**src/hw/pll_fd_pkg.sv**
```systemverilog
// constants for the pll status and fine delay register bank
// assumes an apb master with 32-bit data, one register per aligned word
// Overview of operation
// - vco threshold bit reads 1 above monitor threshold, 0 below
// - vco threshold result sits at status bit 3
// - status bit 2 reads 1 when second reference exceeds threshold
// - status bit 1 reads 1 when first reference exceeds threshold
// - both reference comparisons use threshold chosen by config 0x01A bit 6
// - status bit 0 is the digital lock detector result
// - 0x0A0 bit 0 bypasses the fine delay; not bypassed after reset
// - ramp capacitor field bits 5:3 selects count, 000 gives 4
// - ramp current field bits 2:0 sets current, 000 gives 200 ua
// - delay full scale follows capacitor count and ramp current jointly
package pll_fd_pkg;
    localparam logic [11:0] thr_cfg_idx = 12'h01a;
    localparam logic [11:0] bypass_idx = 12'h0a0;
    localparam logic [11:0] ramp_idx = 12'h0a1;
    localparam logic [11:0] status_idx = 12'h01f;
    localparam logic [11:0] irq_stat_idx = 12'h100;
    localparam logic [11:0] irq_mask_idx = 12'h101;
    localparam int thr_sel_bit = 6;
    localparam int vco_bit = 3;
    localparam int second_reference_input_bit = 2;
    localparam int first_reference_input_bit = 1;
    localparam int lock_bit = 0;
    localparam logic [7:0] thr_cfg_rst = 8'h00;
    localparam logic [7:0] bypass_rst = 8'h00;
    localparam logic [7:0] ramp_rst = 8'h00;
    localparam logic [3:0] irq_rst = 4'h0;
    localparam logic [10:0] cur_step_ua = 11'd200;
endpackage

```
**src/hw/pll_status_fine_delay_regs.sv**
```systemverilog
// apb register bank: pll monitor status, fine delay control, event interrupts
// assumes monitor inputs already synchronous to mclk_i
//
// Design decision made here: the APB register port.
`timescale 1ns/1ps
module pll_status_fine_delay_regs (
    input wire logic mclk_i,
    input wire logic srst_i,
    input wire logic psel_i,
    input wire logic penable_i,
    input wire logic pwrite_i,
    input wire logic [15:0] paddr_i,
    input wire logic [31:0] pwdata_i,
    output logic [31:0] prdata_o,
    output logic pready_o,
    output logic pslverr_o,
    input wire logic vco_above_thr_i,
    input wire logic first_reference_input_above_lo_i,
    input wire logic first_reference_input_above_hi_i,
    input wire logic second_reference_input_above_lo_i,
    input wire logic second_reference_input_above_hi_i,
    input wire logic pll_locked_i,
    output logic thr_sel_o,
    output logic delay_bypass_o,
    output logic [2:0] ramp_cap_count_o,
    output logic [10:0] ramp_current_ua_o,
    output logic [13:0] delay_full_scale_o,
    output logic irq_o
);
    logic [7:0] thr_cfg;
    logic [7:0] delay_bypass_ctrl;
    logic [7:0] delay_ramp_setup;
    logic [3:0] status_q;
    logic [3:0] irq_stat;
    logic [3:0] irq_mask;
    logic [31:0] next_prdata;
    logic slverr_q;

    function automatic logic [2:0] cap_count(input logic [2:0] code);
        // four minus the number of set bits, four when all clear
        logic [1:0] ones;
        ones = 2'(code[0]) + 2'(code[1]) + 2'(code[2]);
        cap_count = (code == 3'b000) ? 3'd4 : 3'(3'd4 - 3'(ones));
    endfunction

    function automatic logic is_reg(input logic [15:0] a, input logic [11:0] idx);
        is_reg = (a[1:0] == 2'b00) && (a[15:2] == {2'b00, idx});
    endfunction

    wire access = psel_i && penable_i;
    wire wr = access && pwrite_i;
    wire hit_thr = is_reg(paddr_i, pll_fd_pkg::thr_cfg_idx);
    wire hit_byp = is_reg(paddr_i, pll_fd_pkg::bypass_idx);
    wire hit_ramp = is_reg(paddr_i, pll_fd_pkg::ramp_idx);
    wire hit_stat = is_reg(paddr_i, pll_fd_pkg::status_idx);
    wire hit_istat = is_reg(paddr_i, pll_fd_pkg::irq_stat_idx);
    wire hit_imask = is_reg(paddr_i, pll_fd_pkg::irq_mask_idx);
    wire mapped = hit_thr | hit_byp | hit_ramp | hit_stat | hit_istat | hit_imask;

    // threshold select chooses which reference comparison is reported
    wire sel = thr_cfg[pll_fd_pkg::thr_sel_bit];
    wire first_reference_input_now = sel ? first_reference_input_above_hi_i : first_reference_input_above_lo_i;
    wire second_reference_input_now = sel ? second_reference_input_above_hi_i : second_reference_input_above_lo_i;
    wire [3:0] status_now = {vco_above_thr_i, second_reference_input_now, first_reference_input_now, pll_locked_i};
    // an event is any change of a status bit
    wire [3:0] events = status_now ^ status_q;
    wire [3:0] w1c = (wr && hit_istat) ? pwdata_i[3:0] : 4'h0;
    wire [7:0] wr_byte = pwdata_i[7:0];
    wire [3:0] wr_nib = pwdata_i[3:0];
    wire wr_sel_bit = pwdata_i[pll_fd_pkg::thr_sel_bit];

    always_ff @(posedge mclk_i) begin
        if (srst_i) begin
            thr_cfg <= pll_fd_pkg::thr_cfg_rst;
            delay_bypass_ctrl <= pll_fd_pkg::bypass_rst;
            delay_ramp_setup <= pll_fd_pkg::ramp_rst;
            irq_mask <= pll_fd_pkg::irq_rst;
        end else if (wr) begin
            if (hit_thr) begin
                thr_cfg <= wr_byte;
            end
            if (hit_byp) begin
                delay_bypass_ctrl <= wr_byte;
            end
            if (hit_ramp) begin
                delay_ramp_setup <= wr_byte;
            end
            if (hit_imask) begin
                irq_mask <= wr_nib;
            end
            // status register has no write path
        end
    end

    always_ff @(posedge mclk_i) begin
        if (srst_i) begin
            status_q <= pll_fd_pkg::irq_rst;
            irq_stat <= pll_fd_pkg::irq_rst;
        end else begin
            status_q <= status_now;
            // set wins over a simultaneous write-one clear
            irq_stat <= (irq_stat & ~w1c) | events;
        end
    end

    always_comb begin
        next_prdata = 32'h0000_0000;
        if (hit_thr) begin
            next_prdata[7:0] = thr_cfg;
        end
        if (hit_byp) begin
            next_prdata[7:0] = delay_bypass_ctrl;
        end
        if (hit_ramp) begin
            next_prdata[7:0] = delay_ramp_setup;
        end
        if (hit_stat) begin
            next_prdata[3:0] = status_now;
        end
        if (hit_istat) begin
            next_prdata[3:0] = irq_stat;
        end
        if (hit_imask) begin
            next_prdata[3:0] = irq_mask;
        end
    end

    // read data registered in the setup cycle, answered in the first access cycle
    always_ff @(posedge mclk_i) begin
        if (srst_i) begin
            prdata_o <= 32'h0000_0000;
            slverr_q <= 1'b0;
        end else if (psel_i && !penable_i) begin
            prdata_o <= pwrite_i ? 32'h0000_0000 : next_prdata;
            slverr_q <= !mapped;
        end
    end

    assign pready_o = 1'b1;
    assign pslverr_o = access && slverr_q;
    assign irq_o = |(irq_stat & irq_mask);
    assign thr_sel_o = sel;
    assign delay_bypass_o = delay_bypass_ctrl[0];
    assign ramp_cap_count_o = cap_count(delay_ramp_setup[5:3]);
    wire [2:0] cur_code = delay_ramp_setup[2:0];
    wire [10:0] cur_steps = {8'h00, cur_code} + 11'd1;
    wire [13:0] fs_num = 14'(ramp_cap_count_o) * 14'd1600;
    // 200 ua steps per code
    assign ramp_current_ua_o = 11'(pll_fd_pkg::cur_step_ua * cur_steps);
    // full scale is proportional to capacitance over current: caps*1600/current_steps
    assign delay_full_scale_o = fs_num / 14'(cur_steps);

    a_status_live: assert property (@(posedge mclk_i) disable iff (srst_i)
        psel_i && !penable_i && !pwrite_i && hit_stat |=> prdata_o[3:0] == $past(status_now))
        else $error("status read mismatch");
    a_ref_select: assert property (@(posedge mclk_i) disable iff (srst_i)
        status_now[pll_fd_pkg::first_reference_input_bit] == (sel ? first_reference_input_above_hi_i : first_reference_input_above_lo_i))
        else $error("first_reference_input threshold select wrong");
    a_second_reference_input_select: assert property (@(posedge mclk_i) disable iff (srst_i)
        status_now[pll_fd_pkg::second_reference_input_bit] == (sel ? second_reference_input_above_hi_i : second_reference_input_above_lo_i))
        else $error("second_reference_input threshold select wrong");
    a_vco_lock: assert property (@(posedge mclk_i) disable iff (srst_i)
        status_now[pll_fd_pkg::vco_bit] == vco_above_thr_i
        && status_now[pll_fd_pkg::lock_bit] == pll_locked_i)
        else $error("vco or lock bit wrong");
    a_bypass_reset: assert property (@(posedge mclk_i) $past(srst_i) |-> !delay_bypass_o)
        else $error("delay bypassed after reset");
    a_cap_codes: assert property (@(posedge mclk_i) disable iff (srst_i)
        (delay_ramp_setup[5:3] == 3'b000 |-> ramp_cap_count_o == 3'd4)
        and (delay_ramp_setup[5:3] == 3'b111 |-> ramp_cap_count_o == 3'd1)
        and (delay_ramp_setup[5:3] == 3'b100 |-> ramp_cap_count_o == 3'd3))
        else $error("capacitor count decode wrong");
    a_cur_codes: assert property (@(posedge mclk_i) disable iff (srst_i)
        (delay_ramp_setup[2:0] == 3'b000 |-> ramp_current_ua_o == 11'd200)
        and (delay_ramp_setup[2:0] == 3'b010 |-> ramp_current_ua_o == 11'd600))
        else $error("ramp current decode wrong");
    a_full_scale: assert property (@(posedge mclk_i) disable iff (srst_i)
        delay_ramp_setup[5:0] == 6'h00 |-> delay_full_scale_o == 14'd6400)
        else $error("full scale wrong at defaults");

    a_pready_high: assert property (@(posedge mclk_i) disable iff (srst_i)
        pready_o)
        else $error("pready not high");

    a_err_unmapped: assert property (@(posedge mclk_i) disable iff (srst_i)
        psel_i && !penable_i && !mapped |=> slverr_q)
        else $error("no error for unmapped address");

    a_err_mapped: assert property (@(posedge mclk_i) disable iff (srst_i)
        psel_i && !penable_i && mapped |=> !slverr_q)
        else $error("error for mapped address");

    a_err_idle: assert property (@(posedge mclk_i) disable iff (srst_i)
        !access |-> !pslverr_o)
        else $error("error outside access phase");

    a_rdata_unmapped: assert property (@(posedge mclk_i) disable iff (srst_i)
        psel_i && !penable_i && !mapped |=> prdata_o == 32'h0000_0000)
        else $error("unmapped read data not zero");

    a_rdata_write: assert property (@(posedge mclk_i) disable iff (srst_i)
        psel_i && !penable_i && pwrite_i |=> prdata_o == 32'h0000_0000)
        else $error("read data not zero on write");

    a_rdata_stable: assert property (@(posedge mclk_i) disable iff (srst_i)
        !(psel_i && !penable_i) |=> $stable(prdata_o))
        else $error("read data moved outside setup");

    a_rdata_upper: assert property (@(posedge mclk_i) disable iff (srst_i)
        prdata_o[31:8] == 24'h00_0000)
        else $error("upper read data bits set");

    a_byp_write: assert property (@(posedge mclk_i) disable iff (srst_i)
        wr && hit_byp |=> delay_bypass_ctrl == $past(wr_byte))
        else $error("bypass write lost");

    a_byp_hold: assert property (@(posedge mclk_i) disable iff (srst_i)
        !(wr && hit_byp) |=> $stable(delay_bypass_ctrl))
        else $error("bypass changed without write");

    a_ramp_write: assert property (@(posedge mclk_i) disable iff (srst_i)
        wr && hit_ramp |=> delay_ramp_setup == $past(wr_byte))
        else $error("ramp write lost");

    a_ramp_hold: assert property (@(posedge mclk_i) disable iff (srst_i)
        !(wr && hit_ramp) |=> $stable(delay_ramp_setup))
        else $error("ramp setup changed without write");

    a_thr_write: assert property (@(posedge mclk_i) disable iff (srst_i)
        wr && hit_thr |=> thr_sel_o == $past(wr_sel_bit))
        else $error("threshold select write lost");

    a_thr_hold: assert property (@(posedge mclk_i) disable iff (srst_i)
        !(wr && hit_thr) |=> $stable(thr_sel_o))
        else $error("threshold select changed without write");

    a_stat_noerr: assert property (@(posedge mclk_i) disable iff (srst_i)
        wr && hit_stat |-> !pslverr_o)
        else $error("status write flagged as error");

    a_stat_nowrite: assert property (@(posedge mclk_i) disable iff (srst_i)
        wr && hit_stat |=> $stable(thr_cfg) && $stable(delay_bypass_ctrl)
        && $stable(delay_ramp_setup) && $stable(irq_mask))
        else $error("status write changed a register");

    a_ramp_reset: assert property (@(posedge mclk_i)
        $past(srst_i) |-> delay_ramp_setup == 8'h00)
        else $error("ramp setup not cleared by reset");

    a_thr_reset: assert property (@(posedge mclk_i)
        $past(srst_i) |-> !thr_sel_o)
        else $error("threshold select not cleared by reset");

    a_cap_three: assert property (@(posedge mclk_i) disable iff (srst_i)
        delay_ramp_setup[5:3] inside {3'b001, 3'b010} |-> ramp_cap_count_o == 3'd3)
        else $error("capacitor count not three");

    a_cap_two: assert property (@(posedge mclk_i) disable iff (srst_i)
        delay_ramp_setup[5:3] inside {3'b011, 3'b101, 3'b110} |-> ramp_cap_count_o == 3'd2)
        else $error("capacitor count not two");

    a_cur_two: assert property (@(posedge mclk_i) disable iff (srst_i)
        delay_ramp_setup[2:0] == 3'b001 |-> ramp_current_ua_o == 11'd400)
        else $error("ramp current not 400");

    a_cur_range: assert property (@(posedge mclk_i) disable iff (srst_i)
        ramp_current_ua_o >= 11'd200 && ramp_current_ua_o <= 11'd1600)
        else $error("ramp current out of range");

    a_fs_min: assert property (@(posedge mclk_i) disable iff (srst_i)
        delay_ramp_setup[5:0] == 6'h3f |-> delay_full_scale_o == 14'd200)
        else $error("full scale wrong at top codes");

    a_irq_set: assert property (@(posedge mclk_i) disable iff (srst_i)
        events != 4'h0 |=> (irq_stat & $past(events)) == $past(events))
        else $error("event did not set status");

    a_irq_clear: assert property (@(posedge mclk_i) disable iff (srst_i)
        wr && hit_istat && events == 4'h0 |=> (irq_stat & $past(wr_nib)) == 4'h0)
        else $error("write one did not clear status");

    a_irq_hold: assert property (@(posedge mclk_i) disable iff (srst_i)
        events == 4'h0 && !(wr && hit_istat) |=> $stable(irq_stat))
        else $error("interrupt status moved without cause");

    a_mask_write: assert property (@(posedge mclk_i) disable iff (srst_i)
        wr && hit_imask |=> irq_mask == $past(wr_nib))
        else $error("mask write lost");

    a_irq_reset: assert property (@(posedge mclk_i)
        $past(srst_i) |-> irq_stat == 4'h0 && !irq_o)
        else $error("interrupt state not cleared by reset");
endmodule

```
**config.mk**
```make
export PLATFORM = sky130hd
export DESIGN_NAME = pll_status_fine_delay_regs
export DESIGN_NICKNAME = d
export VERILOG_FILES = /design/src/hw/pll_fd_pkg.sv /design/src/hw/pll_status_fine_delay_regs.sv
export SDC_FILE = /design/constraint.sdc
export NUM_CORES = 1
export LEC_CHECK = 0
export BUFFER_PORTS_ARGS = -buffer_cell sky130_fd_sc_hd__buf_2
export CORE_UTILIZATION = 35
export CTS_BUF_LIST = sky130_fd_sc_hd__clkbuf_2
export DETAILED_ROUTE_END_ITERATION = 7
export GPL_ROUTABILITY_DRIVEN = 0
export SYNTH_ARGS = -nofsm -noshare
export SYNTH_HDL_FRONTEND = slang
export SYNTH_SLANG_ARGS = --single-unit
```
**constraint.sdc**
```tcl
create_clock -name mclk_i -period 23.7 [get_ports mclk_i]
set_clock_uncertainty 0.1 [all_clocks]
set_input_delay 1.185 -clock mclk_i [delete_from_list [all_inputs] [get_ports mclk_i]]
set_output_delay 1.185 -clock mclk_i [all_outputs]
set_load 0.005 [all_outputs]
```
Word level (Yosys, flattened, before mapping):

Cells that the tools add are included.

* multiplexer cells: 11
* add/sub/neg operators: 4
* eq/ne operators: 6
* divide/modulo/power cells: 1
* reduce and logical (&&, ||, !) cells: 20
* bitwise operators: 10
* multipliers: 2

Operator list (number)
* 8-bit 2-to-1 mux: 4
* 14-bit by 5-bit == test with 1-bit output (second input constant): 2
* 14-bit by 8-bit == test with 1-bit output (second input constant): 2
* 14-bit by 9-bit == test with 1-bit output (second input constant): 2
* 4-bit 2-to-1 mux: 4
* 14-bit by 11-bit divider with 14-bit output: 1
* 1-bit logical AND: 11
* 4-bit AND: 2
* 3-bit by 5-bit multiplier with 8-bit output (second input constant): 1
* 5-bit by 4-bit multiplier with 8-bit output (first input constant): 1
* 2-bit AND reduction: 4
* 1-bit bitwise OR: 5
* 3-bit by 1-bit adder with 4-bit output (second input constant): 1
* 4-bit NOT: 1
* 4-bit bitwise OR: 1
* 4-bit OR reduction: 1
* 4-bit XOR: 1
* 3-bit zero test: 1
* 3-bit 2-to-1 mux: 1
* 3-bit by 2-bit subtractor with 3-bit output (first input constant): 1
* 1-bit by 1-bit adder with 2-bit output: 1
* 2-bit by 1-bit adder with 2-bit output: 1
* 1-bit zero test: 2
* 2-bit zero test: 1
* 1-bit 2-to-1 mux: 2

* output and inout bits: 65
* logic and storage cells: 62
* flip-flop bits (word level): 69

Longest topological paths before layout:

* depth in word-level cells: 9
* mapped depth: 132
* gate-level depth less buffers: 127

Least setup slack after synthesis:

OpenSTA, ideal clock, no wires.

* kind: register -> output
* from: register delay_ramp_setup[4]
* to: output delay_full_scale_o[0]
* arrival time: 23.372 ns
* slack: -0.957 ns
* cell stages (with the launch flop): 129
* buffers on the path: 6
* cells stage by stage: dfxtp_1 > ha_1 > inv_1 > ha_1 > ha_1 > nand2_1 > inv_1 > ha_1 > ha_1 > ha_1 > nor2_1 > inv_1 > ha_1 > nor4bb_1 > nand4_1 > a2bb2oi_4 > mux2i_1 > inv_1 > [93 not listed] > a21o_1 > ha_1 > a21o_1 > a21oi_1 > nand2_1 > nor4_1 > mux2i_1 > nor4_1 > nand3_2 > mux2i_1 > o21ai_1 > ha_1 > o21ai_0 > nand2b_1 > a211oi_1 > o211ai_1 > a2111oi_2 > nand4_1

* cells in the longest elaborated chain, start to end: 6
* elaborated cells on any way between the ends: 7
* classes of those cells: 3 x add/sub; 1 x mul; 1 x div; 1 x mux; 1 x reduce/logical

RTL lines
* start, declared: line pll_status_fine_delay_regs.sv:32 `logic [7:0] delay_ramp_setup;`
* start signal, assigned: line pll_status_fine_delay_regs.sv:76 `delay_ramp_setup <= pll_fd_pkg::ramp_rst;`
* start signal, assigned: line pll_status_fine_delay_regs.sv:86 `delay_ramp_setup <= wr_byte;`
* 1-bit by 1-bit adder with 2-bit output: line pll_status_fine_delay_regs.sv:42 `ones = 2'(code[0]) + 2'(code[1]) + 2'(code[2]);`
* 2-bit by 1-bit adder with 2-bit output: line pll_status_fine_delay_regs.sv:42
* 3-bit by 2-bit subtractor with 3-bit output: line pll_status_fine_delay_regs.sv:43 `cap_count = (code == 3'b000) ? 3'd4 : 3'(3'd4 - 3'(ones));`
* 3-bit 2-to-1 mux *: line pll_status_fine_delay_regs.sv:43
* via ramp_cap_count_o[1]: line pll_status_fine_delay_regs.sv:25 `output logic [2:0] ramp_cap_count_o,`
* 3-bit by 5-bit multiplier with 8-bit output *: line pll_status_fine_delay_regs.sv:147 `wire [13:0] fs_num = 14'(ramp_cap_count_o) * 14'd1600;`
* 14-bit by 11-bit divider with 14-bit output *: line pll_status_fine_delay_regs.sv:151 `assign delay_full_scale_o = fs_num / 14'(cur_steps);`
* end, declared: line pll_status_fine_delay_regs.sv:27 `output logic [13:0] delay_full_scale_o,`

The timed path passes the listed nets; every way through them passes the cells marked *.

Worst setup path after layout:

* from: register delay_ramp_setup[4]
* to: output delay_full_scale_o[0]

* cells in the longest elaborated chain, start to end: 6
* elaborated cells on any way between the ends: 7
* classes of those cells: 3 x add/sub; 1 x mul; 1 x div; 1 x mux; 1 x reduce/logical

RTL lines (line)
* 1-bit by 1-bit adder with 2-bit output: pll_status_fine_delay_regs.sv:42
* 2-bit by 1-bit adder with 2-bit output: pll_status_fine_delay_regs.sv:42
* 3-bit by 2-bit subtractor with 3-bit output: pll_status_fine_delay_regs.sv:43
* 3-bit 2-to-1 mux *: pll_status_fine_delay_regs.sv:43
* 3-bit by 5-bit multiplier with 8-bit output *: pll_status_fine_delay_regs.sv:147
* 14-bit by 11-bit divider with 14-bit output *: pll_status_fine_delay_regs.sv:151

Every way passes the cells marked *; elsewhere a longest branch is shown, timed or not.

==> impl_metrics.csv <==
group,metric,value,unit
worst_setup_path,cp_common_cell,"ha_4",
finish,syn2layout_area_growth,32.4,%
clock_tree,ctsHtreeMaxLevel,2,
floorplanning,rows,50,
power_and_ir_drop,ir_drop,63.9,uV
hold_path,min-delay-path-class,"register to register",
global_routing,overflow,0,
sta,setup_viol,0,
power_and_ir_drop,p_per_area,87.8,nW/um^2
yosys,syn_area,6830,um^2
drt,via_per_inst,5.63,
yosys,syn_avg_cell_area,7.53,um^2
clock_tree,clock_sinks,45,
yosys,synth_top_flop_cell,"dfxtp_1",
clock_tree,clk_pin_slew_worst_paths,0.24,ns
drt,finalWirelength,20900,um
global_routing,grt_max_degree,46,
drt,drt_iter0_markers,457,
worst_setup_path,path_buf_inv,9,
sta,drv_slew,0,
power_and_ir_drop,p_leak,0.00399,uW
clock_tree,cts_max_path_buffers,2,
sta,slew_headroom,34.6,%
placement,port_buffers,71,
worst_setup_path,cp-end-kind,"output port",
floorplanning,dieArea,20100,um^2
yosys,synth-async-reset-ratio,0,%
placement,placedCellCount,1272,
global_routing,grt_pass1_vias,6693,
worst_setup_path,cp.required,22.42,ns
finish,drive_above_1_share,33.2,%
sta,worst_slack,0.945,ns
clock_tree,ctsRootBufferMaster,"clkbuf_2",
clock_tree,clock_latency,0.41,ns
clock_tree,tritoncts,"done",
yosys,yosysTopAreaCellShare,13.2,%
worst_setup_path,path_max_fanout,6,
placement,dp_slack,-0.118,ns
worst_setup_path,rr_worst_depth,6,
worst_setup_path,path_class,"register to output port",
yosys,ys_ff_latch,45,
drt,first_pass_iters,5,
flow_run,maxCapViolCount,0,
yosys,synthCells,908,
worst_setup_path,crit_path_top_delay_cell,"dfxtp_2",
yosys,synth_edf_count,0,
floorplanning,core,18900,um^2
yosys,yosysTopAreaCell,"dfxtp_1",
sta,period_needed,22.75,ns
yosys,synth_warnings,0,
finish,insertedDiodeCount,0,
global_routing,globalRouteTotalUtil,19.3,%
hold_path,min_path_cells,2,
yosys,yosys-top-cells-area,"dfxtp_1 13%, ha_1 12%, mux2i_1 6.2%",
worst_setup_path,path_delay_family,"compound AO/OA/AOI/OAI gates",
sta,max_freq,0.0439,GHz
yosys,synth_cell_types,100,
floorplanning,start_util,36.2,%
worst_setup_path,crit_path_start_kind,"register",
clock_tree,cts_buffers,5,
finish,nets,1202,
clock_tree,ctsHoldBuffers,0,
floorplanning,die_w,142,um
yosys,seq_area_frac_synth,13.2,%
worst_setup_path,crit_cells,123,
global_routing,grt_pass1_wl,32300,um
placement,hpwl,15200,um
floorplanning,io_pins,124,
drt,vias,7532,
run_status,status,"finished clean",
drt,drc,0,
worst_setup_path,arrival,21.47,ns
finish,layout.cells.non_filler,1339,
sta,hold_viol,0,
floorplanning,die_h,142,um
drt,wire_per_inst,15.6,um
worst_setup_path,crit_path_max_incr_delay,0.39,ns
yosys,post-synth-top-count-cell,"nor2_1",
drt,antenna_left,0,
global_routing,grt_antenna_before_repair,0,
sta,min_period_over_period,96.0,%
sta,max_slew.worst_pin.slew,0.979,ns
yosys,synth_common_cells,"111 x nor2_1, 64 x ha_1, 60 x nand2_1",
worst register-to-register path: cells and delay by family, from the launching register on:
| family | cells | cell delay [ns] |
|---|---|---|
| mux | 1 | 0.43 |
| flops | 1 | 0.53 |
| simple gates | 2 | 0.13 |
| compound gates | 3 | 0.50 |
path summary, 6_finish.rpt:
kind / startpoint / end / slack, ns
max: delay_ramp_setup[4]$_SDFFE_PP0P_ / delay_full_scale_o[0] / 0.95
min reg2reg: prdata_o[7]$_SDFFE_PP0P_ / prdata_o[7]$_SDFFE_PP0P_ / 0.41
max reg2reg: thr_cfg[6]$_SDFFE_PP0P_ / prdata_o[1]$_SDFFE_PP0P_ / 21.91
min: prdata_o[7]$_SDFFE_PP0P_ / prdata_o[7]$_SDFFE_PP0P_ / 0.41
layer usage:
| layer | routed length [um] | global-route usage, % | share of wire [%] |
|---|---|---|---|
| met1 | 9480 | 25.4 | 45 |
| met2 | 10300 | 34.4 | 49 |
| met3 | 964 | 1.62 | 4.6 |
| met4 | 181 | 3.28 | 0.87 |
| met5 | 0 | 0 | 0 |
stage by stage:
stage	hold WS, ns	setup TNS (ns)	util [%]	cell area [um^2]	total power (uW)
after floorplan	0.348	0	-	6990	499
after global placement	0.370	0	41.4	7810	619
after detailed placement	0.377	-0.118	41.4	7810	624
after CTS	0.423	0	43.1	8150	692
after global routing	0.445	-0.373	47.9	9050	855
final	0.413	0	47.9	9050	794
layout by cell type, fill, tap and decap left out, types with 12 or more instances in the layout:
cell type and instances:
a21o_1 21, a21oi_1 46, buf_2 71, buf_4 115, conb_1 29, dfxtp_1 43, ha_1 38, ha_4 24
inv_1 18, mux2i_1 41, nand2_1 51, nand2b_1 16, nand3_1 25, nand4_1 12, nor2_1 96, nor3_1 27
o21a_1 19, o21ai_0 37, xnor2_1 19, xor2_1 21
sequential cells by signal, indices dropped and copies added (netlist names):
signal / count
prdata_o: 8
status_q: 4
irq_mask: 4
delay_ramp_setup: 8
thr_cfg: 8
slverr_q: 1
delay_bypass_ctrl: 8
irq_stat: 4
layout make-up:
| cell class | count | area (um^2) |
|---|---|---|
| Fill cell | 1882 | 9850 |
| Multi-Input combinational cell | 804 | 6300 |
| Timing Repair Buffer | 194 | 1310 |
| Sequential cell | 45 | 903 |
| Tap cell | 260 | 325 |
| Inverter | 28 | 115 |
| Clock inverter | 3 | 65.1 |
| Clock buffer | 5 | 25.0 |
cell families after synthesis:
logic type	count (synthesis)	share of synthesized area, %
adder cells (fa/ha/maj)	65	12.0
XOR/XNOR	40	5.13
AO/OA/AOI/OAI	258	26.8
multiplexers	56	8.50
other	2	0.110
flip-flops	45	13.2
AND/OR/NAND/NOR	356	27.7
buffers and inverters	86	6.56
power by group:
part | switching [uW] | internal, uW
Sequential | 0.763 | 77.0
Combinational | 365 | 298
Clock | 25.2 | 28.2
Total | 391 | 403
what timing repair did:
action | in CTS | in global routing
endpoints found under the setup margin | 1 | 2
buffers inserted | 21 | 38
pin swaps | 9 | 73
gates resized for setup | 23 | 117
Note: power is estimated with default switching activity, not from simulation.
